$ cat config.mk
export PLATFORM = sky130hd
export DESIGN_NAME = vectored_interrupt_timer
export DESIGN_NICKNAME = d
export VERILOG_FILES = /design/src/verilog/vit_pkg.sv /design/src/verilog/vectored_interrupt_timer.sv
export VERILOG_INCLUDE_DIRS = /design/src /design/src/verilog
export SDC_FILE = /design/constraint.sdc
export NUM_CORES = 1
export LEC_CHECK = 0
export BUFFER_PORTS_ARGS = -buffer_cell sky130_fd_sc_hd__buf_2
export CAP_MARGIN = 20
export CORE_AREA = 2 2 202 204
export CTS_CLUSTER_DIAMETER = 30
export DETAILED_ROUTE_END_ITERATION = 8
export DIE_AREA = 0 0 204 206
export PLACE_DENSITY = 0.66
export SLEW_MARGIN = 15
export SYNTH_ARGS = -nofsm -noshare
export SYNTH_HDL_FRONTEND = slang
export SYNTH_SLANG_ARGS = --single-unit
$ cat constraint.sdc
create_clock -name clk -period 4.04 [get_ports clk]
set_input_delay 0.404 -clock clk [delete_from_list [all_inputs] [get_ports clk]]
set_output_delay 0.404 -clock clk [all_outputs]
set_load 0.01 [all_outputs]
$ cat src/verilog/vit_params.svh
// constants for the vectored interrupt controller and interval timer
// assumes a wishbone word-addressed register map on byte offsets
`ifndef VIT_PARAMS_SVH
`define VIT_PARAMS_SVH
`define STACK_DEPTH 7
`define NUM_SRC 6
// register byte offsets
`define OFF_MASK 8'h00
`define OFF_CTRL 8'h04
`define OFF_FORCE_CLEAR 8'h08
`define OFF_PENDING 8'h0C
`define OFF_ARITH 8'h10
`define OFF_MODE 8'h14
`define OFF_TIMER_COUNT 8'h18
`define OFF_TIMER_PRESCALE 8'h1C
`define OFF_TIMER_PERIOD 8'h20
`define OFF_DEPTH 8'h24
// control register fields
`define CTRL_EDGE_LO 0
`define CTRL_ALT_BIT 3
`define CTRL_NEST_BIT 4
`define CTRL_TIMER_BIT 5
// force/clear fields
`define FC_FORCE_LO 0
`define FC_CLEAR_LO 8
// source indices, lower index wins
`define SRC_EXT2 3'h0
`define SRC_SP0TX 3'h1
`define SRC_SP0RX 3'h2
`define SRC_SP1TX 3'h3
`define SRC_SP1RX 3'h4
`define SRC_TIMER 3'h5
// vectors
`define VEC_RESET 14'h0000
`define VEC_BASE 14'h0004
`define VEC_STRIDE 14'h0004
`define VEC_LOWEST 14'h0018
// reset values
`define RST_MASK 6'h00
`define RST_MODE 16'h0000
`define RST_ZERO16 16'h0000
`define RST_ZERO8 8'h00
`endif

$ cat src/verilog/vit_pkg.sv
// types shared by the interrupt controller
// assumes vit_params.svh is on the include path
`include "vit_params.svh"
package vit_pkg;
  typedef enum logic [0:0] {
    BUS_IDLE = 1'b0,
    BUS_ACK = 1'b1
  } bus_state_t;

  typedef struct packed {
    logic [15:0] arith;
    logic [15:0] mode;
    logic [`NUM_SRC-1:0] mask;
    logic [2:0] idx;
  } stack_entry_t;

  typedef struct packed {
    bus_state_t bus;
    logic [31:0] rdata;
    logic [`NUM_SRC-1:0] mask;
    logic [`NUM_SRC-1:0] pend;
    logic [5:0] ctrl;
    logic [2:0] extPrev;
    logic [15:0] arith;
    logic [15:0] mode;
    logic [15:0] timer_count;
    logic [15:0] timer_period;
    logic [7:0] timer_prescale;
    logic [7:0] scaleCnt;
    logic [2:0] depth;
    stack_entry_t [`STACK_DEPTH-1:0] stack;
    logic intReq;
    logic [2:0] selIdx;
    logic [13:0] vector;
    logic pcLoad;
    logic timerFire;
  } state_t;
endpackage

$ cat src/verilog/vectored_interrupt_timer.sv
// vectored prioritized interrupt controller with interval timer
// assumes one clock, sync reset, sequencer handshake via svcAck/rtiExec
//
// Function
// - fixed vectors, ext two highest, timer lowest
// - vector slots are four addresses apart
// - requests ANDed with mask before selection
// - highest priority unmasked request is selected
// - fixed priority, maskable; reset never masked
// - each external input edge or level
// - control bit 4 selects nested or sequential
// - write-only force and clear per interrupt
// - acknowledge pushes status, loads vector address
// - status stack holds seven entries
// - return from interrupt pops and restores status
// - ext one/zero only in serial-one alternate mode
// - timer and serial ports raise internal requests
// - each serial direction interrupts per word
// - autobuffer interrupts after whole buffer
// - count decrements every prescale plus one cycles
// - zero count interrupts and reloads period
// - reset empties stack, masks all, clears mode
`include "vit_params.svh"
module vectored_interrupt_timer
  import vit_pkg::*;
#(
  parameter int STACK_DEPTH = `STACK_DEPTH
) (
  // clock and reset
  input wire logic clk,
  input wire logic rst,
  // wishbone slave
  input wire logic cyc_i,
  input wire logic stb_i,
  input wire logic we_i,
  input wire logic [7:0] adr_i,
  input wire logic [3:0] sel_i,
  input wire logic [31:0] dat_i,
  output logic [31:0] dat_o,
  output logic ack_o,
  // external request pins, active low
  input wire logic extReqTwoN,
  input wire logic extReqOneN,
  input wire logic extReqZeroN,
  // serial port events: per-word done, buffer end, autobuffer mode
  input wire logic [3:0] serialWordDone,
  input wire logic [3:0] serialBufferDone,
  input wire logic [3:0] serialAutobuf,
  // program sequencer
  input wire logic svcAck,
  input wire logic rtiExec,
  output logic intReq,
  output logic [13:0] vectorAddr,
  output logic pcLoad,
  output logic [15:0] arithStatus,
  output logic [15:0] modeStatus
);

  state_t st, next_st;

  function automatic logic [13:0] vecOf(input logic [2:0] idx);
    vecOf = `VEC_BASE + `VEC_STRIDE * {11'h000, idx};
  endfunction

  function automatic logic [31:0] merge(input logic [31:0] old, input logic [31:0] d,
                                        input logic [3:0] sel);
    for (int b = 0; b < 4; b++) begin
      merge[b*8 +: 8] = sel[b] ? d[b*8 +: 8] : old[b*8 +: 8];
    end
  endfunction

  ////////////////////////////////////////////////////////////////////////////
  // request sources

  logic [2:0] extNow, extEdge, extReq;
  logic [3:0] serialEv;
  logic [`NUM_SRC-1:0] srcEvent, levelReq, maskedReq, eligible;
  logic altMode, take, pop, timerTick;
  logic found;
  logic [2:0] foundIdx;
  logic [31:0] wr, rd;
  stack_entry_t topEntry;

  always_comb begin
    extNow = {~extReqTwoN, ~extReqOneN, ~extReqZeroN};
    extEdge = extNow & ~st.extPrev;
    // latched edge events or raw levels, per control bit
    for (int i = 0; i < 3; i++) begin
      extReq[i] = st.ctrl[`CTRL_EDGE_LO + i] ? extEdge[i] : extNow[i];
    end
    altMode = st.ctrl[`CTRL_ALT_BIT];
    for (int i = 0; i < 4; i++) begin
      serialEv[i] = serialAutobuf[i] ? serialBufferDone[i] : serialWordDone[i];
    end
    srcEvent = '0;
    levelReq = '0;
    // edge-mode externals and internal sources latch; level-mode externals feed straight in
    srcEvent[`SRC_EXT2] = st.ctrl[`CTRL_EDGE_LO + 2] & extReq[2];
    levelReq[`SRC_EXT2] = ~st.ctrl[`CTRL_EDGE_LO + 2] & extReq[2];
    srcEvent[`SRC_SP0TX] = serialEv[0];
    srcEvent[`SRC_SP0RX] = serialEv[1];
    if (altMode) begin
      srcEvent[`SRC_SP1TX] = st.ctrl[`CTRL_EDGE_LO + 1] & extReq[1];
      levelReq[`SRC_SP1TX] = ~st.ctrl[`CTRL_EDGE_LO + 1] & extReq[1];
      srcEvent[`SRC_SP1RX] = st.ctrl[`CTRL_EDGE_LO] & extReq[0];
      levelReq[`SRC_SP1RX] = ~st.ctrl[`CTRL_EDGE_LO] & extReq[0];
    end else begin
      srcEvent[`SRC_SP1TX] = serialEv[2];
      srcEvent[`SRC_SP1RX] = serialEv[3];
    end
    srcEvent[`SRC_TIMER] = st.timerFire;
  end

  ////////////////////////////////////////////////////////////////////////////
  // selection

  always_comb begin
    topEntry = st.stack[st.depth - 3'd1];
    maskedReq = (st.pend | levelReq) & st.mask;
    eligible = '0;
    for (int i = 0; i < `NUM_SRC; i++) begin
      if (st.depth == 3'(STACK_DEPTH)) begin
        eligible[i] = 1'b0;
      end else if (st.depth == 3'd0) begin
        eligible[i] = maskedReq[i];
      end else if (st.ctrl[`CTRL_NEST_BIT]) begin
        eligible[i] = maskedReq[i] && (3'(i) < topEntry.idx);
      end else begin
        eligible[i] = 1'b0;
      end
    end
    found = 1'b0;
    foundIdx = 3'h0;
    for (int i = `NUM_SRC - 1; i >= 0; i--) begin
      if (eligible[i]) begin
        found = 1'b1;
        foundIdx = 3'(i);
      end
    end
  end

  ////////////////////////////////////////////////////////////////////////////
  // next state

  always_comb begin
    next_st = st;
    wr = merge(32'h0000_0000, dat_i, sel_i);
    rd = 32'h0000_0000;
    pop = rtiExec && (st.depth != 3'd0);
    take = svcAck && st.intReq && !rtiExec;
    next_st.extPrev = extNow;
    next_st.pcLoad = 1'b0;
    next_st.timerFire = 1'b0;

    // timer: one tick every prescale+1 cycles
    timerTick = 1'b0;
    if (st.ctrl[`CTRL_TIMER_BIT]) begin
      if (st.scaleCnt == `RST_ZERO8) begin
        next_st.scaleCnt = st.timer_prescale;
        timerTick = 1'b1;
      end else begin
        next_st.scaleCnt = st.scaleCnt - 8'h01;
      end
    end
    if (timerTick) begin
      if (st.timer_count == `RST_ZERO16) begin
        next_st.timer_count = st.timer_period;
        next_st.timerFire = 1'b1;
      end else begin
        next_st.timer_count = st.timer_count - 16'h0001;
      end
    end

    // bus access, one cycle after the strobe
    if (st.bus == BUS_ACK) begin
      next_st.bus = BUS_IDLE;
    end else if (cyc_i && stb_i) begin
      next_st.bus = BUS_ACK;
      if (adr_i == `OFF_MASK) begin
        rd = {26'h0, st.mask};
        if (we_i) next_st.mask = 6'(merge({26'h0, st.mask}, dat_i, sel_i));
      end else if (adr_i == `OFF_CTRL) begin
        rd = {26'h0, st.ctrl};
        if (we_i) next_st.ctrl = 6'(merge({26'h0, st.ctrl}, dat_i, sel_i));
      end else if (adr_i == `OFF_FORCE_CLEAR) begin
        // write-only; reads return zero
        if (we_i) begin
          next_st.pend = next_st.pend & ~wr[`FC_CLEAR_LO +: `NUM_SRC];
          next_st.pend = next_st.pend | wr[`FC_FORCE_LO +: `NUM_SRC];
        end
      end else if (adr_i == `OFF_PENDING) begin
        rd = {26'h0, st.pend | levelReq};
      end else if (adr_i == `OFF_ARITH) begin
        rd = {16'h0, st.arith};
        if (we_i) next_st.arith = 16'(merge({16'h0, st.arith}, dat_i, sel_i));
      end else if (adr_i == `OFF_MODE) begin
        rd = {16'h0, st.mode};
        if (we_i) next_st.mode = 16'(merge({16'h0, st.mode}, dat_i, sel_i));
      end else if (adr_i == `OFF_TIMER_COUNT) begin
        rd = {16'h0, st.timer_count};
        if (we_i) next_st.timer_count = 16'(merge({16'h0, st.timer_count}, dat_i, sel_i));
      end else if (adr_i == `OFF_TIMER_PRESCALE) begin
        rd = {24'h0, st.timer_prescale};
        if (we_i) next_st.timer_prescale = 8'(merge({24'h0, st.timer_prescale}, dat_i, sel_i));
      end else if (adr_i == `OFF_TIMER_PERIOD) begin
        rd = {16'h0, st.timer_period};
        if (we_i) next_st.timer_period = 16'(merge({16'h0, st.timer_period}, dat_i, sel_i));
      end else if (adr_i == `OFF_DEPTH) begin
        rd = {29'h0, st.depth};
      end
      next_st.rdata = rd;
    end

    // acknowledge clears the taken latch before new events set it again
    if (take) begin
      next_st.stack[st.depth] = '{arith: st.arith, mode: st.mode, mask: st.mask,
                                  idx: st.selIdx};
      next_st.depth = st.depth + 3'd1;
      next_st.pend[st.selIdx] = 1'b0;
      next_st.pcLoad = 1'b1;
    end
    if (pop) begin
      next_st.arith = topEntry.arith;
      next_st.mode = topEntry.mode;
      next_st.mask = topEntry.mask;
      next_st.depth = st.depth - 3'd1;
    end
    // set wins over any clear in the same cycle
    next_st.pend = next_st.pend | srcEvent;

    next_st.intReq = found && !take && !pop;
    if (found) begin
      next_st.selIdx = foundIdx;
      next_st.vector = vecOf(foundIdx);
    end
  end

  always_ff @(posedge clk) begin
    if (rst) begin
      st <= '0;
      st.mask <= `RST_MASK;
      st.mode <= `RST_MODE;
      st.vector <= `VEC_RESET;
    end else begin
      st <= next_st;
    end
  end

  assign dat_o = st.rdata;
  assign ack_o = (st.bus == BUS_ACK);
  assign intReq = st.intReq;
  assign vectorAddr = st.vector;
  assign pcLoad = st.pcLoad;
  assign arithStatus = st.arith;
  assign modeStatus = st.mode;
endmodule // vectored_interrupt_timer

==> impl_metrics.toml <==
[global_routing]
antenna_found_initial = 1
grt_start_max_net_pins = 169
grt_use_total = 0.3126
grt.overflow.total = 0
grt_pass1_wl_um = 101800
grt_pass1_vias = 17930

[placement]
place.port_buffers = 102
place_hpwl_um = 40490
dpl_cell_area_um2 = 20240
place_ws_ns = 0.6341
gp_congestion = 0.9460

[routing]
drc_errors = 0
viasPerCell = 6.025
drtIter0Drc = 1885
drt-pass1-iter-count = 6
top_layer = "met5"
met2_length_um = 31030
via_count = 18570
routedLengthMet1_um = 26240
route.met3.wl_um = 6192
routed_wl_um = 66430
drtAntennaViolNets = 0
post_drt_wl_per_cell_um = 21.55

[run_status]
status = "finished, final reports clean"

[finish]
syn2layout_area_growth_pct = 16.59
final_layout_size_suffix_gt1_frac = 0.1533
nets = 2552
fillCellCount = 3483
final_cell_area_um2 = 23370
num_antenna_cells = 0
utilization = 0.5815

[floorplanning]
die_x_um = 204
io_pins = 147
num_rows = 74
die_area_um2 = 42020
initial_core_util = 0.4988
die_h_um = 206
core_area_um2 = 40180

[synth]
yosys_warnings = 0
ys_async_sr_fraction = 0
yosysUniqueCellTypes = 86
syn_inst = 2525
synth_top_cells_by_count = "nand2_1 (674), dfxtp_1 (418), a21oi_1 (362)"
syn_area_um2 = 20040
synth_area_leaders = "dfxtp_1 (42%), nand2_1 (13%), a21oi_1 (9.0%)"
yosysMostFrequentCell = "nand2_1"
syn_area_per_cell_um2 = 7.937
synth_top_area_cell = "dfxtp_1"
synthFlopType = "dfxtp_1"
synth_top_cell_area_share = 0.4175
ys_ff_latch = 418
ys_seq_area_frac = 0.4175
synth-edff-count = 0

[run]
maxCapViolCount = 0

[worst_setup_path]
reg2regPathDepth = 12
cp-start-kind = "flip-flop"
worstPathArrival_ns = 4.01
critical_path_class = "flip-flop to flip-flop"
crit_fanout = 9
end_kind = "flip-flop"
critPathRequiredTime_ns = 4.52

[clock_network]
ctsResizeCount = 0
clk_latency_ns = 0.62
cts_buffer_depth = 3
cts_tree = "yes"
clk_pin_slew_ns = 0.05
h-tree-depth = 3
cts_root_buffer = "clkbuf_16"
cts_buffers = 89
clock_sinks = 418

[timing]
drv_slew = 0
finalSetupTns_ns = 0
tightest_slew_ns = 1.119
postLayoutSetupSlackWorst_ns = 0.5126
fin_crit_ns = 3.527
rsz0062_at_grt = "false"
hold_viol = 0
min_period_over_period = 0.8731
max_freq_mhz = 283.5
skew_ns = 0.02944
setup_viol = 0
slew_headroom = 0.2543

[power]
power.total_w = 0.01552
p_leak_nw = 8.070
powerDensity_nw_per_um2 = 664.1
ir_drop_mv = 0.4756

[hold_path]
hold_class = "input pin to flip-flop"
whs_path_depth = 3
-- report_power, final --
group | total [W] | switching (W) | internal [W]
clock | 0.00743 | 0.00240 | 0.00503
combinational | 0.00317 | 0.00209 | 0.00108
sequential | 0.00492 | 0.000608 | 0.00431
-- repair_timing --
action	4_1_cts	5_1_grt
endpoints found under the hold margin	3	0
hold buffers	3	0
setup buffers	0	0
-- cells in the final DEF, fill, tap and decap left out, types with 34 or more instances in the layout --
cell type,count
a211oi_1,43
a21oi_1,362
buf_2,102
buf_4,34
clkbuf_16,91
dfxtp_1,417
mux2i_1,79
mux4_2,41
nand2_1,673
nor2_1,149
o21ai_0,52
-- kinds of logic (layout without fill, tap and decap cells) --
family	Yosys count	after routing	share of synthesized area
compound gates	631	631	0.1922
xor+xnor	5	5	0.002185
fa+ha+maj	8	8	0.004995
buf+inv	324	325	0.07816
flops	418	418	0.4175
mux	133	133	0.09283
other cells	1	26	0.0001871
simple gates	1005	1005	0.2119
-- path summary, 6_finish.rpt --
check	from	slack, ns	end
max	st[308]	0.51	vectorAddr[4]
min	serialWordDone[1]	0.09	st[401]
max reg2reg	st[308]	0.51	vectorAddr[4]
min reg2reg	flip-flop	0.45	flip-flop
-- per-stage QoR --
stage | std cells | hold WS (ns)
2_1_floorplan | 2550 | 0.4108
3_3_place_gp | 2914 | 0.4373
3_5_place_dp | 2915 | 0.4431
4_1_cts | 3082 | 0.09075
5_1_grt | 3083 | 0.1041
6_report | 3083 | 0.08785
-- layout make-up --
class	count	area, um^2	area share
multi-input cells	1808	10280	0.4402
flip-flops and latches	418	8372	0.3583
clock buffers	113	2480	0.1061
repair buffers	144	890.9	0.03813
well taps	532	665.6	0.02849
clock inverters	51	609.3	0.02608
inverters	17	63.81	0.002731
-- per-layer routing --
metal | vias to the layer above | track usage
met1 | 8960 | 0.3946
li1 | 8571 | -
met2 | 863 | 0.5075
met5 | - | 0
met4 | 2 | 0.1654
met3 | 178 | 0.06071
-- worst max-delay path, cell delays in order (launching register included) --
cell and delay, ns:
dfxtp_1 0.55, inv_1 0.27, ha_4 0.41, mux2_2 0.37, a2111oi_2 0.53, nor4_1 0.14
a211o_1 0.39, nor2_1 0.13, ha_1 0.23, nor2_1 0.07, nand2_1 0.09, nand4b_1 0.12
nand4b_1 0.12
No activity file was read; power rests on OpenSTA's default activity.
